## src/include/csm_pkg.sv

```systemverilog
package csm_pkg;

  // ----------------------------------------
  // register byte addresses
  // ----------------------------------------
  localparam logic [7:0] ADDR_CTL0   = 8'h00;
  localparam logic [7:0] ADDR_CTL1   = 8'h04;
  localparam logic [7:0] ADDR_BT0    = 8'h08;
  localparam logic [7:0] ADDR_BT1    = 8'h0c;
  localparam logic [7:0] ADDR_RFLG   = 8'h10;
  localparam logic [7:0] ADDR_RIER   = 8'h14;
  localparam logic [7:0] ADDR_TFLG   = 8'h18;
  localparam logic [7:0] ADDR_TIER   = 8'h1c;
  localparam logic [7:0] ADDR_TARQ   = 8'h20;
  localparam logic [7:0] ADDR_TAAK   = 8'h24;
  localparam logic [7:0] ADDR_TBSEL  = 8'h28;
  localparam logic [7:0] ADDR_IDAC   = 8'h2c;
  localparam logic [7:0] ADDR_STAT   = 8'h30;
  localparam logic [7:0] ADDR_ID0    = 8'h40;
  localparam logic [7:0] ADDR_MASK0  = 8'h60;

  // ----------------------------------------
  // field positions
  // ----------------------------------------
  localparam int C0_INIT_REQUEST = 0;
  localparam int C0_SLEEP_REQUEST  = 1;
  localparam int C0_WAKEUP_ENABLE   = 2;
  localparam int C0_TIME   = 3;
  localparam int C0_SYNCH  = 4;
  localparam int C0_SWAI   = 5;
  localparam int C0_RXACT  = 6;
  localparam int C0_RECEIVED_FRAME_FLAG  = 7;
  localparam int C1_INIT_ACKNOWLEDGE = 0;
  localparam int C1_SLEEP_ACKNOWLEDGE  = 1;
  localparam int RF_WAKEUP_INTERRUPT_FLAG  = 7;
  localparam int RI_WAKEUP_INTERRUPT_ENABLE  = 7;

  // ----------------------------------------
  // reset values and masks
  // ----------------------------------------
  localparam logic [7:0] CTL0_RST      = 8'h01;
  localparam logic [7:0] CTL0_KEEP     = 8'h07;
  localparam logic [7:0] CTL0_SW_WR    = 8'h2c;
  localparam logic [7:0] CTL1_RST      = 8'h10;
  localparam logic [7:0] CTL1_WR       = 8'hfc;
  localparam logic [7:0] RFLG_KEEP     = 8'h0c;
  localparam logic [7:0] RIER_KEEP     = 8'h0c;
  localparam logic [7:0] TFLG_RST      = 8'h07;
  localparam logic [7:0] ZERO8         = 8'h00;
  localparam logic [3:0] RECESSIVE_RUN = 4'hb;

  typedef enum logic [1:0] {CSM_RUN, CSM_SLEEP, CSM_INIT, CSM_RESYNC} csm_mode_t;

  typedef struct packed {
    logic [7:0] ctl0;
    logic [7:0] ctl1;
    logic [7:0] bt0;
    logic [7:0] bt1;
    logic [7:0] rflg;
    logic [7:0] rier;
    logic [7:0] tflg;
    logic [7:0] tier;
    logic [7:0] tarq;
    logic [7:0] taak;
    logic [7:0] tbsel;
    logic [7:0] idac;
    logic [7:0][7:0] ids;
    logic [7:0][7:0] masks;
  } csm_regs_t;

  typedef struct packed {
    csm_regs_t  r;
    csm_mode_t  mode;
    logic [3:0] rec_cnt;
    logic       bus_tx;
    logic       abort;
    logic       ack;
    logic [31:0] rdat;
  } csm_state_t;

endpackage

```

## src/hdl/csm_mode_ctrl.sv

```systemverilog
`timescale 1ns/1ns
`default_nettype none

// What this block does
// - sleep request waits for idle bus (no rx, all tx buffers empty)
// - sleep acknowledge set once sleep is really entered
// - setting sleep request refused while wake-up flag set
// - sleep lasts until cleared or until init is requested; wake-up enable lets bus activity clear it
// - init request aborts traffic at once and drops bus sync
// - init acknowledge set once init mode is reached
// - entering init mode resets control 0, flags, enables, abort and select
// - init reset spares wake-up enable, both requests and tx status; rx status is cleared
// - control 1, timing, acceptance registers writable only in init mode
// - after init exit, resync after 11 recessive bits unless bus-off
// - clearing sleep request ignored until sleep acknowledge is 1
// - clearing init request ignored until init acknowledge is 1
// - init request forces tx pin recessive at once
// - cpu stop, or wait with stop-in-wait, forces tx recessive
// - received-frame flag set only in normal mode
// - sleep request 0 means running, 1 means pending or active sleep
// - clearing sleep request also clears sleep acknowledge
// - tx pin 0 is dominant, 1 is recessive
module csm_mode_ctrl
  import csm_pkg::*;
(
  input  wire logic        clk_i,
  input  wire logic        rst_i,
  input  wire logic        cyc_i,
  input  wire logic        stb_i,
  input  wire logic        we_i,
  input  wire logic [7:0]  adr_i,
  input  wire logic [3:0]  sel_i,
  input  wire logic [31:0] dat_i,
  output logic      [31:0] dat_o,
  output logic             ack_o,
  input  wire logic        bus_rx_i,
  input  wire logic        bit_tick_i,
  input  wire logic        core_tx_i,
  input  wire logic        rx_busy_i,
  input  wire logic        tx_pending_i,
  input  wire logic        frame_ok_i,
  input  wire logic        bus_off_i,
  input  wire logic        cpu_stop_i,
  input  wire logic        cpu_wait_i,
  output logic             bus_tx_pin_o,
  output logic             abort_o
);

  csm_state_t s;
  csm_state_t next_s;

  // ----------------------------------------
  // helpers
  // ----------------------------------------
  function automatic logic [7:0] wr_byte(input logic [7:0] old, input logic [31:0] d,
                                         input logic [3:0] sl);
    wr_byte = sl[0] ? d[7:0] : old;
  endfunction

  function automatic logic [7:0] slot(input logic [7:0] a, input logic [7:0] base);
    slot = a - base;
  endfunction

  logic       req;
  logic       wr;
  logic       in_init;
  logic       tx_force;
  logic [7:0] w;
  logic [7:0] off_id;
  logic [7:0] off_mk;

  always_comb
  begin
    next_s = s;
    req = cyc_i && stb_i && !s.ack;
    wr = req && we_i && sel_i[0];
    in_init = s.r.ctl0[C0_INIT_REQUEST] && s.r.ctl1[C1_INIT_ACKNOWLEDGE];
    w = dat_i[7:0];
    off_id = slot(adr_i, ADDR_ID0);
    off_mk = slot(adr_i, ADDR_MASK0);
    next_s.ack = req;
    next_s.abort = 1'b0;

    // ----------------------------------------
    // register writes
    // ----------------------------------------
    if (wr)
    begin
      case (adr_i)
        ADDR_CTL0:
        begin
          // request bits follow their own handshake
          if (w[C0_INIT_REQUEST] || s.r.ctl1[C1_INIT_ACKNOWLEDGE])
            next_s.r.ctl0[C0_INIT_REQUEST] = w[C0_INIT_REQUEST];
          if (!in_init)
          begin
            next_s.r.ctl0 = (s.r.ctl0 & ~CTL0_SW_WR) | (w & CTL0_SW_WR);
            next_s.r.ctl0[C0_INIT_REQUEST] = w[C0_INIT_REQUEST] | s.r.ctl0[C0_INIT_REQUEST];
            if (w[C0_INIT_REQUEST] || s.r.ctl1[C1_INIT_ACKNOWLEDGE])
              next_s.r.ctl0[C0_INIT_REQUEST] = w[C0_INIT_REQUEST];
            if (w[C0_RECEIVED_FRAME_FLAG])
              next_s.r.ctl0[C0_RECEIVED_FRAME_FLAG] = 1'b0;
            if (w[C0_SLEEP_REQUEST] && !s.r.rflg[RF_WAKEUP_INTERRUPT_FLAG])
              next_s.r.ctl0[C0_SLEEP_REQUEST] = 1'b1;
            else if (!w[C0_SLEEP_REQUEST] && s.r.ctl1[C1_SLEEP_ACKNOWLEDGE])
            begin
              next_s.r.ctl0[C0_SLEEP_REQUEST] = 1'b0;
              next_s.r.ctl1[C1_SLEEP_ACKNOWLEDGE] = 1'b0;
            end
          end
          if (w[C0_INIT_REQUEST] && !s.r.ctl0[C0_INIT_REQUEST])
            next_s.abort = 1'b1;
        end
        ADDR_CTL1:
          if (in_init)
            next_s.r.ctl1 = (s.r.ctl1 & ~CTL1_WR) | (w & CTL1_WR);
        ADDR_BT0:  if (in_init) next_s.r.bt0 = wr_byte(s.r.bt0, dat_i, sel_i);
        ADDR_BT1:  if (in_init) next_s.r.bt1 = wr_byte(s.r.bt1, dat_i, sel_i);
        ADDR_IDAC: if (in_init) next_s.r.idac = wr_byte(s.r.idac, dat_i, sel_i);
        ADDR_RFLG: if (!in_init) next_s.r.rflg = s.r.rflg & ~w;
        ADDR_RIER: if (!in_init) next_s.r.rier = w;
        ADDR_TFLG: if (!in_init) next_s.r.tflg = s.r.tflg & ~w;
        ADDR_TIER: if (!in_init) next_s.r.tier = w;
        ADDR_TARQ: if (!in_init) next_s.r.tarq = w;
        ADDR_TBSEL: if (!in_init) next_s.r.tbsel = w;
        default:
        begin
          if (in_init && off_id < 8'h20 && off_id[1:0] == 2'b00)
            next_s.r.ids[off_id[4:2]] = w;
          if (in_init && off_mk < 8'h20 && off_mk[1:0] == 2'b00)
            next_s.r.masks[off_mk[4:2]] = w;
        end
      endcase
    end

    // ----------------------------------------
    // read mux, unmapped reads as zero
    // ----------------------------------------
    next_s.rdat = '0;
    if (req && !we_i)
    begin
      case (adr_i)
        ADDR_CTL0:  next_s.rdat[7:0] = s.r.ctl0;
        ADDR_CTL1:  next_s.rdat[7:0] = s.r.ctl1;
        ADDR_BT0:   next_s.rdat[7:0] = s.r.bt0;
        ADDR_BT1:   next_s.rdat[7:0] = s.r.bt1;
        ADDR_RFLG:  next_s.rdat[7:0] = s.r.rflg;
        ADDR_RIER:  next_s.rdat[7:0] = s.r.rier;
        ADDR_TFLG:  next_s.rdat[7:0] = s.r.tflg;
        ADDR_TIER:  next_s.rdat[7:0] = s.r.tier;
        ADDR_TARQ:  next_s.rdat[7:0] = s.r.tarq;
        ADDR_TAAK:  next_s.rdat[7:0] = s.r.taak;
        ADDR_TBSEL: next_s.rdat[7:0] = s.r.tbsel;
        ADDR_IDAC:  next_s.rdat[7:0] = s.r.idac;
        ADDR_STAT:  next_s.rdat[1:0] = s.mode;
        default:
        begin
          if (off_id < 8'h20 && off_id[1:0] == 2'b00)
            next_s.rdat[7:0] = s.r.ids[off_id[4:2]];
          if (off_mk < 8'h20 && off_mk[1:0] == 2'b00)
            next_s.rdat[7:0] = s.r.masks[off_mk[4:2]];
        end
      endcase
    end

    next_s.r.ctl0[C0_RXACT] = rx_busy_i;

    // ----------------------------------------
    // mode sequencer
    // ----------------------------------------
    // acks are set one cycle after the mode register changes
    case (s.mode)
      CSM_RUN:
      begin
        if (frame_ok_i)
          next_s.r.ctl0[C0_RECEIVED_FRAME_FLAG] = 1'b1;
        if (s.r.ctl0[C0_INIT_REQUEST])
          next_s.mode = CSM_INIT;
        else if (s.r.ctl0[C0_SLEEP_REQUEST] && !rx_busy_i && !tx_pending_i)
          next_s.mode = CSM_SLEEP;
      end
      CSM_SLEEP:
      begin
        next_s.r.ctl1[C1_SLEEP_ACKNOWLEDGE] = next_s.r.ctl0[C0_SLEEP_REQUEST];
        if (s.r.ctl0[C0_INIT_REQUEST])
          next_s.mode = CSM_INIT;
        else if (!s.r.ctl0[C0_SLEEP_REQUEST])
          next_s.mode = CSM_RUN;
        else if (s.r.ctl0[C0_WAKEUP_ENABLE] && !bus_rx_i)
        begin
          // bus activity wakes us; flag stays set, a same-cycle write clear above is overridden
          next_s.r.ctl0[C0_SLEEP_REQUEST] = 1'b0;
          next_s.r.ctl1[C1_SLEEP_ACKNOWLEDGE] = 1'b0;
          next_s.r.rflg[RF_WAKEUP_INTERRUPT_FLAG] = 1'b1;
          next_s.mode = CSM_RUN;
        end
      end
      CSM_INIT:
      begin
        // hold reset values for the whole of init mode
        // request bits keep the write path's handshake, so an early clear stays refused
        next_s.r.ctl0 = next_s.r.ctl0 & CTL0_KEEP;
        next_s.r.rflg = s.r.rflg & RFLG_KEEP;
        next_s.r.rier = s.r.rier & RIER_KEEP;
        next_s.r.tflg = TFLG_RST;
        next_s.r.tier = ZERO8;
        next_s.r.tarq = ZERO8;
        next_s.r.taak = ZERO8;
        next_s.r.tbsel = ZERO8;
        next_s.r.ctl1[C1_SLEEP_ACKNOWLEDGE] = 1'b0;
        next_s.r.ctl1[C1_INIT_ACKNOWLEDGE] = 1'b1;
        if (!s.r.ctl0[C0_INIT_REQUEST])
        begin
          next_s.r.ctl1[C1_INIT_ACKNOWLEDGE] = 1'b0;
          next_s.rec_cnt = '0;
          next_s.mode = CSM_RESYNC;
        end
      end
      CSM_RESYNC:
      begin
        if (s.r.ctl0[C0_INIT_REQUEST])
          next_s.mode = CSM_INIT;
        else if (bit_tick_i && !bus_off_i)
        begin
          if (!bus_rx_i)
            next_s.rec_cnt = '0;
          else if (s.rec_cnt == RECESSIVE_RUN - 4'h1)
          begin
            next_s.r.ctl0[C0_SYNCH] = 1'b1;
            next_s.mode = CSM_RUN;
          end
          else
            next_s.rec_cnt = s.rec_cnt + 4'h1;
        end
      end
      default: next_s.mode = CSM_RUN;
    endcase

    if (s.r.ctl0[C0_INIT_REQUEST] || next_s.abort)
      next_s.r.ctl0[C0_SYNCH] = 1'b0;

    // ----------------------------------------
    // tx pin, 1 is recessive
    // ----------------------------------------
    tx_force = next_s.r.ctl0[C0_INIT_REQUEST] || s.r.ctl0[C0_INIT_REQUEST]
            || cpu_stop_i || (cpu_wait_i && s.r.ctl0[C0_SWAI])
            || s.mode != CSM_RUN;
    next_s.bus_tx = tx_force ? 1'b1 : core_tx_i;
  end

  always_ff @(posedge clk_i)
  begin
    if (rst_i)
    begin
      s <= '0;
      s.r.ctl0 <= CTL0_RST;
      s.r.ctl1 <= CTL1_RST | 8'h01;
      s.r.tflg <= TFLG_RST;
      s.mode <= CSM_INIT;
      s.bus_tx <= 1'b1;
    end
    else
      s <= next_s;
  end

  assign dat_o = s.rdat;
  assign ack_o = s.ack;
  assign bus_tx_pin_o = s.bus_tx;
  assign abort_o = s.abort;

endmodule

`default_nettype wire

```

## config.mk

```make
export PLATFORM = sky130hd
export DESIGN_NAME = csm_mode_ctrl
export DESIGN_NICKNAME = d
export VERILOG_FILES = /design/src/include/csm_pkg.sv /design/src/hdl/csm_mode_ctrl.sv
export SDC_FILE = /design/constraint.sdc
export NUM_CORES = 1
export LEC_CHECK = 0
export BUFFER_PORTS_ARGS = -buffer_cell sky130_fd_sc_hd__buf_2
export CAP_MARGIN = 10
export CORE_MARGIN = 5
export CORE_UTILIZATION = 57
export CTS_BUF_LIST = sky130_fd_sc_hd__clkbuf_2 sky130_fd_sc_hd__clkbuf_4 sky130_fd_sc_hd__clkbuf_8
export CTS_CLUSTER_DIAMETER = 100
export DETAILED_ROUTE_END_ITERATION = 8
export PLACE_DENSITY = 0.88
export SYNTH_ARGS = -nofsm -noshare
export SYNTH_HDL_FRONTEND = slang
export SYNTH_SLANG_ARGS = --single-unit
```

## constraint.sdc

```tcl
create_clock -name clk_i -period 2.5 [get_ports clk_i]
set_input_delay 0.125 -clock clk_i [delete_from_list [all_inputs] [get_ports clk_i]]
set_output_delay 0.125 -clock clk_i [all_outputs]
set_load 0.05 [all_outputs]
```

* Word level (Yosys, flattened, before mapping)
Cells that the tools add are included.
Widths: inputs -> output; s select.
** Storage, ports and cells
- Register bits after elaboration :: 257
- Input bits :: 58
- Output and inout port bits :: 35
- Word-level logic and storage cells :: 244
** Operators by class
- Add/subtract/negate cells :: 3
- $lt $le $gt $ge :: 6
- Eq/ne operators :: 29
- Muxes and demuxes :: 81
- Bitwise operators :: 10
- Reduce and logical (&&, ||, !) cells :: 73
** Operators with widths (number)
- $mux 8 :: 25
- $bwmux 64 :: 2
- $mux 72 :: 1
- $pmux 6 s12 :: 1
- $bmux 8 s3 :: 2
- $demux 8 s3 :: 2
- $eq 8x6->1 const B :: 5
- $reduce_and 3->1 :: 11
- $eq 8x5->1 const B :: 4
- $mux 1 :: 26
- $pmux 2 s13 :: 1
- $logic_and 1x1->1 :: 22
- $ne 4x4->1 const B :: 5
- $reduce_and 4->1 :: 5
- $mux 6 :: 3
- $and 8x8->8 :: 2
- $eq 8x4->1 const B :: 2
- $lt 8x6->1 const B :: 2
- $mux 2 :: 8
- $sub 8x7->8 const B :: 2
- $ne 3x3->1 const B :: 5
- $mux 4 :: 3
- $reduce_and 6->1 :: 2
- $reduce_or 11->1 :: 1
- 25 further kinds :: 60

* Depth between registers and ports, before layout
Gate-level depths: netlist of the first run.
- Word-level depth :: 12
- Mapped depth :: 8
- Gate-level depth less buffers :: 7

* Least setup slack after synthesis of the first run
Ideal clock, no wire load.
- Path kind :: flip-flop to flip-flop
- Start point :: register s (netlist bit ack_o)
- End point :: register s[220] (netlist bit)
- Arrival time :: 2.009 ns
- Data required time :: 2.372 ns
- Path slack :: 0.363 ns
- Cell stages (with the launch flop) :: 6
- Period minus slack after synthesis :: 2.137 ns
- Cell sequence :: dfxtp_1 > nand3b_1 > or4_4 > nor3b_4 > mux2i_1 > nor2_1
** On the way
- Cells in the longest elaborated chain, start to end :: 5
** RTL lines
- start: declaration :: RTL line csm_mode_ctrl.sv:49 : csm_state_t s;
- start signal: assignment :: RTL line csm_mode_ctrl.sv:263 : s <= next_s;
- $logic_not 1->1 :: RTL line csm_mode_ctrl.sv:75 : req = cyc_i && stb_i && !s.ack;
- $logic_and 1x1->1 :: RTL line csm_mode_ctrl.sv:75
- $logic_and 1x1->1 (2 in a row) :: RTL line csm_mode_ctrl.sv:76 : wr = req && we_i && sel_i[0];
- $reduce_and 4->1 (no source line)
No other way between the ends.
A chain may end at the register's enable or synchronous reset.

* Worst setup path after layout of the first run
- Start point :: register s (netlist bit ack_o)
- End point :: register s[175] (netlist bit)
Same word-level chain as after synthesis.

==> results of run 1 <==
[cell families (layout without fill, tap and decap cells)]
family,count (synthesis),after routing,synth area share (%)
other,1,26,0.0340
DFF,233,233,42.3
and+or+nand+nor,468,468,20.2
adders and majority gates,7,7,0.794
buffers and inverters,132,179,6.24
xor gates and xnor gates,1,1,0.0794
muxes,165,165,19.5
AOI/OAI and AO/OA,197,197,10.9
[state kept, by name, summed over array words and instances (netlist names)]
name          cells
s               222
bus_tx_pin_o      1
ack_o             1
abort_o           1
dat_o             8
[stage by stage]
stage	worst slack [ps]	power [mW]	hold WS, ps	cell area (µm²)	utilization, %
after detailed placement	192	4.34	333	11400	60.2
after global routing	14.2	8.46	87.8	12400	65.6
final	99.7	8.20	56.0	12400	65.6
after floorplan	363	4.23	241	11100	-
after global placement	215	4.33	333	11400	60.2
after CTS	150	8.24	32.6	12400	65.5
[critical path, cell delays in order (launching register included)]
cell,delay [ps]
dfxtp_1,310
nand3b_1,480
nor3_1,550
and3_1,570
mux2i_1,260
nor2_1,60
[metal layers]
metal  wire length, µm  GRT usage, %
met2             13900          43.3
met4              1280          12.1
met3              2900          4.59
met1             11800          35.7
met5                14             0
[power breakdown]
| group | internal, mW | total [mW] | switching [mW] |
|---|---|---|---|
| Sequential | 3.72 | 3.73 | 0.00719 |
| Combinational | 0.141 | 0.559 | 0.418 |
| Clock | 2.35 | 3.91 | 1.56 |
[cell type report]
type	count	area [µm²]
Clock inverter	9	133
Antenna cell	2	5.00
Sequential cell	233	4660
Timing Repair Buffer	100	673
Tap cell	260	325
Fill cell	1486	6500
Multi-Input combinational cell	862	5760
Clock buffer	61	796
Inverter	9	33.8
[final timing paths]
| check | endpoint | cells past startpoint | slack (ps) |
|---|---|---|---|
| worst max register to register | s[175]$_SDFFE_PP0P_ | 5 | 100 |
| worst min-delay path | s[39]$_SDFFE_PP0P_ | 5 | 60 |
| worst min register to register | s[213]$_SDFFE_PP0P_ | 2 | 430 |
| worst max-delay path | s[175]$_SDFFE_PP0P_ | 5 | 100 |
[cells in the final DEF, fill, tap and decap left out, drive strengths merged, types with 12 or more instances in the layout]
| cell | Yosys | routed |
|---|---|---|
| nor3 | 14 | 14 |
| mux4 | 39 | 39 |
| nor2 | 127 | 127 |
| a22oi | 20 | 20 |
| nand3 | 37 | 37 |
| nor4 | 12 | 12 |
| a21oi | 120 | 120 |
| mux2i | 118 | 118 |
| buf | 61 | 92 |
| conb | 1 | 24 |
| clkbuf | 62 | 61 |
| dfxtp | 233 | 233 |
| nand2 | 217 | 217 |
[timing repair]
item                       in CTS  in global routing
hold endpoints to repair       13                  0
setup buffers                   0                  1
hold buffers                    8                  0
resized for setup               0                  0
setup endpoints to repair       0                  5
==> summary.md, run 1 <==
| Metric | Value |
|---|---|
| Die area | 22200 µm² |
| Vias in the first global route | 9067 |
| Final nets | 1311 |
| DR pass1 iterations | 8 |
| Final ANT Viol Nets | 0 |
| Post-Layout Cell Count | 1536 |
| Mapped Area | 11000 µm² |
| Top-count cell post-synth | dfxtp_1 |
| Synth warn | 0 |
| P per Cell Area | 661 nW/µm² |
| Die height | 149 µm |
| Mean Syn Cell Area | 9.16 µm² |
| Flops & latches, synth | 233 |
| Worst r2r src | ack_o$_SDFF_PP0_ |
| Largest net degree at the start of global routing | 112 |
| Initial Util | 58.4% |
| Max Fclk | 417 MHz |
| H-Tree Depth | 2 |
| Post-layout min period | 2400 ps |
| Worst path required time | 2890 ps |
| Seq/Total Area, Yosys | 42.3% |
| Initial antenna violation count | 4 |
| Share of cells above drive strength 1 | 18.4% |
| Commonest cells in the netlist | dfxtp_1 (233), nand2_1 (216), nor2_1 (127), a21oi_1 (120), mux2i_1 (118) |
| Cell row count | 50 |
| CP Capture Type | register |
| Worst EP arrival | 2790 ps |
| Fin Setup TNS | 0 ps |
| Synthesized instance count | 1204 |
| Post-synthesis cell type count | 68 |
| Peak VDD IR | 535 µV |
| Num ports | 93 |
| RSZ-0062 raised after global routing | false |
| Hold_sp | bus_off_i |
| Cell Count Post-Placement | 1455 |
| Root Driver | clkbuf_8 |
| Worst skew pair latency | 550 ps |
| Clock slew at reported path FFs | 60 ps |
| EDFF count, synth | 0 |
| Vias per cell | 6.02 |
| Status | finished, final reports clean |
| Post-DP HPWL | 19600 µm |
| Layout area overhead | 12.4% |
| TritonCTS Buffers | 40 |
| Grt ovf | 0 |
| Pins Over Slew Limit | 0 |
| Synth top area cells | dfxtp_1 (42%), mux2i_1 (11%), mux4_2 (8.0%), nand2_1 (7.4%), a21oi_1 (5.4%) |
| LEAKAGE | 4.81 nW |
| WL/cell | 19.5 µm |
| Tightest Hold Check Type | primary input to register |
| Asr flop ratio synth | 0% |
| Area of the core | 18900 µm² |
| Longest Clk Path Bufs | 3 |
| Hold Vio Cnt, Final | 0 |
| Worst-margin pin slew | 1110 ps |
| Gp weighted congestion | 0.996 |
| Via count | 9244 |
| DRC | 0 |
| Worst setup path start | ack_o$_SDFF_PP0_ |
| Fin crit share | 96.0% |
| Crit path kind | register to register |
| Port Buffers | 41 |
| Yosys top cell by area | dfxtp_1 |
| Most used DFF post-synth | dfxtp_1 |
| Overall Global Routing Usage | 26.9% |
| TritonCTS clock tree | done |
| DR iter-0 viols | 1117 |
| Total wire length | 30000 µm |
| Die W | 149 µm |
| Rel. slew slack | 25.9% |
| Clk sinks | 233 |
| CP startpoint kind | register |
| Max cap viols | 0 |
| Setup violators final | 0 |
| Post-synth top area share | 42.3% |
| Skew final | 25.6 ps |
| Maximum fanout along the worst path | 9 |
| First-pass GRT wire length | 47800 µm |
Power figures use the tool's default switching activity.
==> run 2, diff against run 1 <==
Settings changed: CORE_UTILIZATION 57 to 35, PLACE_DENSITY 0.88 to 0.62, RECOVER_POWER from default to 25.
==> run 2 against run 1 <==
Sequential power hardly changed; total power fell by 1.6%; register-to-register slack better by 140 ps; wire length rose by 6.4%; flip-flop and latch count unchanged; die area grew 58%; combinational power up 4.3%; design area is 1.6% higher; largest cell class unchanged; highest routed layer is now met4.
==> summary.md, run 2 (synthesis gave the netlist of run 1 again) <==
| Metric | Value |
|---|---|
| Final nets | 1322 |
| P per Cell Area | 640 nW/µm² |
| Crit-path cells | and2_0 -> nand2_1 -> nor4_4 -> clkbuf_2 -> mux2i_1 -> nor2_1 |
| Crit path largest cell delay | 550 ps |
| Largest reg by FF count | s |
| Crit path kind | register to register |
| Status | finished, final reports clean |
| Die height | 188 µm |
| Clock slew at reported path FFs | 60 ps |
| Commonest non-fill, non-tap cells in the layout | dfxtp_1 (233), nand2_1 (216), nor2_1 (127) |
| Area of the core | 31300 µm² |
| Via count | 9019 |
| Total wire length | 31900 µm |
| TritonCTS Buffers | 42 |
| Slowest cell on the critical path | and2_0 |
| Share of cells above drive strength 1 | 17.5% |
| CP Capture Type | register |
| Gp weighted congestion | 0.912 |
| Max cap viols | 0 |
| LEAKAGE | 4.78 nW |
| Post-DP HPWL | 21500 µm |
| Initial Util | 35.2% |
| Util after Layout | 40.2% |
| Grt ovf | 0 |
| Vias per cell | 5.35 |
| Port Buffers | 41 |
| Largest net degree at the start of global routing | 120 |
| Num ports | 93 |
| Die W | 188 µm |
| Die area | 35200 µm² |
| Clk sinks | 233 |
| Vias in the first global route | 8709 |
| Rel. slew slack | 49.5% |
| Peak VDD IR | 411 µV |
| Pins Over Slew Limit | 0 |
| Largest register FFs | 222 |
| Fin crit share | 90.5% |
| Worst skew pair latency | 550 ps |
| Fin Setup TNS | 0 ps |
| Longest Clk Path Bufs | 3 |
| Postcts setup bufs | 0 |
| Worst-margin pin slew | 758 ps |
| Skew final | 15.7 ps |
| Setup violators final | 0 |
| Worst path required time | 2910 ps |
| DR pass1 iterations | 5 |
| Commonest non-fill, non-tap cell in the layout | dfxtp_1 |
| CP startpoint kind | register |
| Root Driver | clkbuf_8 |
| RSZ-0062 raised after global routing | false |
| First-pass GRT wire length | 49700 µm |
| WL/cell | 18.9 µm |
| Overall Global Routing Usage | 17.6% |
| DRC | 0 |
| Initial antenna violation count | 0 |
| Layout area overhead | 14.2% |
| H-Tree Depth | 2 |
| Worst EP arrival | 2680 ps |
| Tightest Hold Check Type | primary input to register |
| DR iter-0 viols | 693 |
| Maximum fanout along the worst path | 9 |
| Final ANT Viol Nets | 0 |
| Number of diodes | 0 |
| Cell row count | 65 |
| Hold Vio Cnt, Final | 0 |
| Max Fclk | 442 MHz |
| TritonCTS clock tree | done |
| Post-layout min period | 2260 ps |
-- run 2: cell count changes in the layout (fill, tap and decap cells not counted), sizes merged --
| cell | previous run | this run |
|---|---|---|
| clkbuf | 61 | 84 |
| clkinv | 5 | 4 |
| bufinv | 3 | 2 |
| buf | 92 | 79 |
| diode | 2 | 0 |
| dlygate4sd3 | 8 | 9 |
-- run 2: metrics by stage --
stage	area (µm²)	hold WS, ps	setup slack [ps]	std cells	power (mW)
4_1_cts	12600	15.5	273	1685	8.16
3_3_place_gp	11700	336	124	1606	4.37
2_1_floorplan	11100	241	363	1227	4.23
5_1_grt	12600	56.1	116	1685	8.35
3_5_place_dp	11700	338	92.9	1606	4.38
6_report	12600	38.2	237	1685	8.07
-- run 2: what timing repair did --
action | 4_1_cts | 5_1_grt
hold buffers | 9 | 0
resized for setup | 0 | 0
hold endpoints to repair | 20 | 0
-- run 2: where the power goes --
group | switching, mW | total (mW) | internal, mW
Sequential | 0.00807 | 3.73 | 3.72
Combinational | 0.432 | 0.583 | 0.151
Clock | 1.55 | 3.76 | 2.21
-- run 2: routing by layer --
layer  GRT usage [%]  routed length, µm
met1            23.8              13900
met3            3.39               2430
met5               0                  0
met4            6.10                945
met2            28.4              14600
-- run 2: final cells by class --
cell class	count	area, µm²
inverter	9	33.8
timing repair buffer	109	761
tap	402	503
multi-input combinational	862	5760
clock inverter	7	92.6
sequential	233	4660
fill	3129	18700
clock buffer	63	786
-- run 2: critical path: cells and delay by family, from the launching register on --
| family | cells | cell delay (ps) |
|---|---|---|
| mux | 1 | 220 |
| flops | 1 | 450 |
| simple gates | 4 | 1110 |
| buf+inv | 1 | 340 |
-- run 2: worst paths after layout --
path / start / end / slack [ps] / cells past startpoint
max: s[249]$_SDFFE_PP1P_ / s[70]$_SDFFE_PP0P_ / 240 / 6
min: bus_rx_i / s[36]$_SDFFE_PP0P_ / 40 / 4
max reg2reg: s[249]$_SDFFE_PP1P_ / s[70]$_SDFFE_PP0P_ / 240 / 6
min reg2reg: s[216]$_SDFFE_PP0P_ / s[216]$_SDFFE_PP0P_ / 430 / 2
==> run 3, diff against run 2 <==
Settings changed: CORE_UTILIZATION 35 to 50, PLACE_DENSITY 0.62 to 0.8.
==> run 3 against run 2 <==
Wire length decreased by 6.5%; first-iteration DRC count increased by 32%; sequential power about the same.
==> summary.md, run 3 (synthesis gave the netlist of run 1 again) <==
| Metric | Value |
|---|---|
| Crit path largest cell delay | 710 ps |
| Final ANT Viol Nets | 0 |
| DRC | 0 |
| P per Cell Area | 631 nW/µm² |
| Commonest non-fill, non-tap cell in the layout | dfxtp_1 |
| Initial antenna violation count | 0 |
| Met2 global-route usage | 38.7% |
| Cell row count | 54 |
| Pint | 5.75 mW |
| Longest Clk Path Bufs | 3 |
| Layout area overhead | 10.4% |
| Final nets | 1305 |
| Vias in the first global route | 8623 |
| Post-layout min period | 2360 ps |
| Hold Vio Cnt, Final | 0 |
| Sequential power share | 48.5% |
| Clock network power share | 44.4% |
| Tightest Hold Check Type | primary input to register |
| Post-Layout Cell Count | 1548 |
| Via count | 9065 |
| Largest net degree at the start of global routing | 159 |
| Postcts setup bufs | 0 |
| DR iter-0 viols | 913 |
| Status | finished, final reports clean |
| H-Tree Depth | 2 |
| TritonCTS clock tree | done |
| Sw frac | 25.2% |
| Pins Over Slew Limit | 0 |
| Setup violators final | 0 |
| Clock slew at reported path FFs | 60 ps |
| Area of the core | 21800 µm² |
| Number of diodes | 0 |
| Worst path required time | 2960 ps |
| GRT busiest layer | met2 |
| Die height | 159 µm |
| LEAKAGE | 4.67 nW |
| Grt ovf | 0 |
| CP Capture Type | register |
| Initial Util | 50.7% |
| Slowest cell on the critical path | nor4_4 |
| DR pass1 iterations | 6 |
| Worst EP arrival | 2820 ps |
| Share of cells above drive strength 1 | 17.0% |
| GR Util met3 | 4.02% |
| Die W | 159 µm |
| Commonest non-fill, non-tap cells in the layout | dfxtp_1 (233), nand2_1 (216), nor2_1 (127) |
| Fin Setup TNS | 0 ps |
| Cell Count Post-Placement | 1472 |
| Grt met1 use | 32.0% |
| Clk sinks | 233 |
| Fin crit share | 94.5% |
| Crit path kind | register to register |
| Die area | 25100 µm² |
| Num ports | 93 |
| Port Buffers | 41 |
| Comb pwr share | 7.2% |
| Crit-path cells | nand3b_1 -> nor4_4 -> and3_1 -> nand2_1 -> a21oi_1 |
| Largest register FFs | 222 |
| Post-DP HPWL | 19800 µm |
| Worst-margin pin slew | 868 ps |
| Max cap viols | 0 |
| Vias per cell | 5.86 |
| First-pass GRT wire length | 46900 µm |
| RSZ-0062 raised after global routing | false |
| Root Driver | clkbuf_8 |
| Gp weighted congestion | 0.937 |
| Worst skew pair latency | 540 ps |
| Max Fclk | 423 MHz |
| Rel. slew slack | 41.6% |
| Psw | 1.94 mW |
| Peak VDD IR | 440 µV |
| Maximum fanout along the worst path | 10 |
| CP startpoint kind | register |
| Total wire length | 29800 µm |
| WL/cell | 19.3 µm |
| Largest reg by FF count | s |
| Overall Global Routing Usage | 23.7% |
| TritonCTS Buffers | 39 |
| Skew final | 28.9 ps |
## run 3: final timing paths
check                                      endpoint  cells after the start  slack (ps)           startpoint
worst min register to register  s[226]$_SDFFE_PP0P_                      2         430  s[226]$_SDFFE_PP0P_
worst max register to register   s[85]$_SDFFE_PP0P_                      5         140     ack_o$_SDFF_PP0_
worst min-delay path             s[39]$_SDFFE_PP0P_                      4          20           bit_tick_i
worst max-delay path             s[85]$_SDFFE_PP0P_                      5         140     ack_o$_SDFF_PP0_
## run 3: worst max-delay path: cells and delay by family, from the launching register on
family	cells	cell delay, ps
simple gates	4	1790
compound gates	1	170
flops	1	310
## run 3: power by group through the flow
stage	registers (mW)	logic (mW)	clock network, mW
final	3.73	0.552	3.41
after global routing	3.72	0.580	3.66
after CTS	3.72	0.545	3.46
after detailed placement	3.81	0.535	0
after global placement	3.81	0.529	0
after floorplan	3.81	0.422	0
## run 3: timing repair
item / CTS / global route
endpoints found under the hold margin: 19 / 0
hold buffers: 7 / 0
resized for setup: 0 / 0
## run 3: final cells by class
cell class              instances  area [µm²]
fillers                      1957        9580
well taps                     280         350
clock inverters                 9        52.6
repair buffers                 95         618
flip-flops and latches        233        4660
clock buffers                  60         738
inverters                       9        33.8
multi-input cells             862        5720
## run 3: per-layer routing
metal	share of wire, %	wire (µm)
met5	0	0
met4	3.0	900
met3	8.4	2510
met2	46	13800
met1	42	12600
## run 3: through the flow
step | hold slack [ps] | power [mW] | utilization, % | area (µm²) | worst slack [ps]
final | 22.1 | 7.69 | 56.0 | 12200 | 138
after global routing | 37.1 | 7.96 | 56.0 | 12200 | 44.8
after CTS | 10.4 | 7.73 | 56.3 | 12200 | 176
after detailed placement | 336 | 4.34 | 52.3 | 11400 | 210
after global placement | 333 | 4.34 | 52.3 | 11400 | 208
after floorplan | 241 | 4.23 | - | 11100 | 363
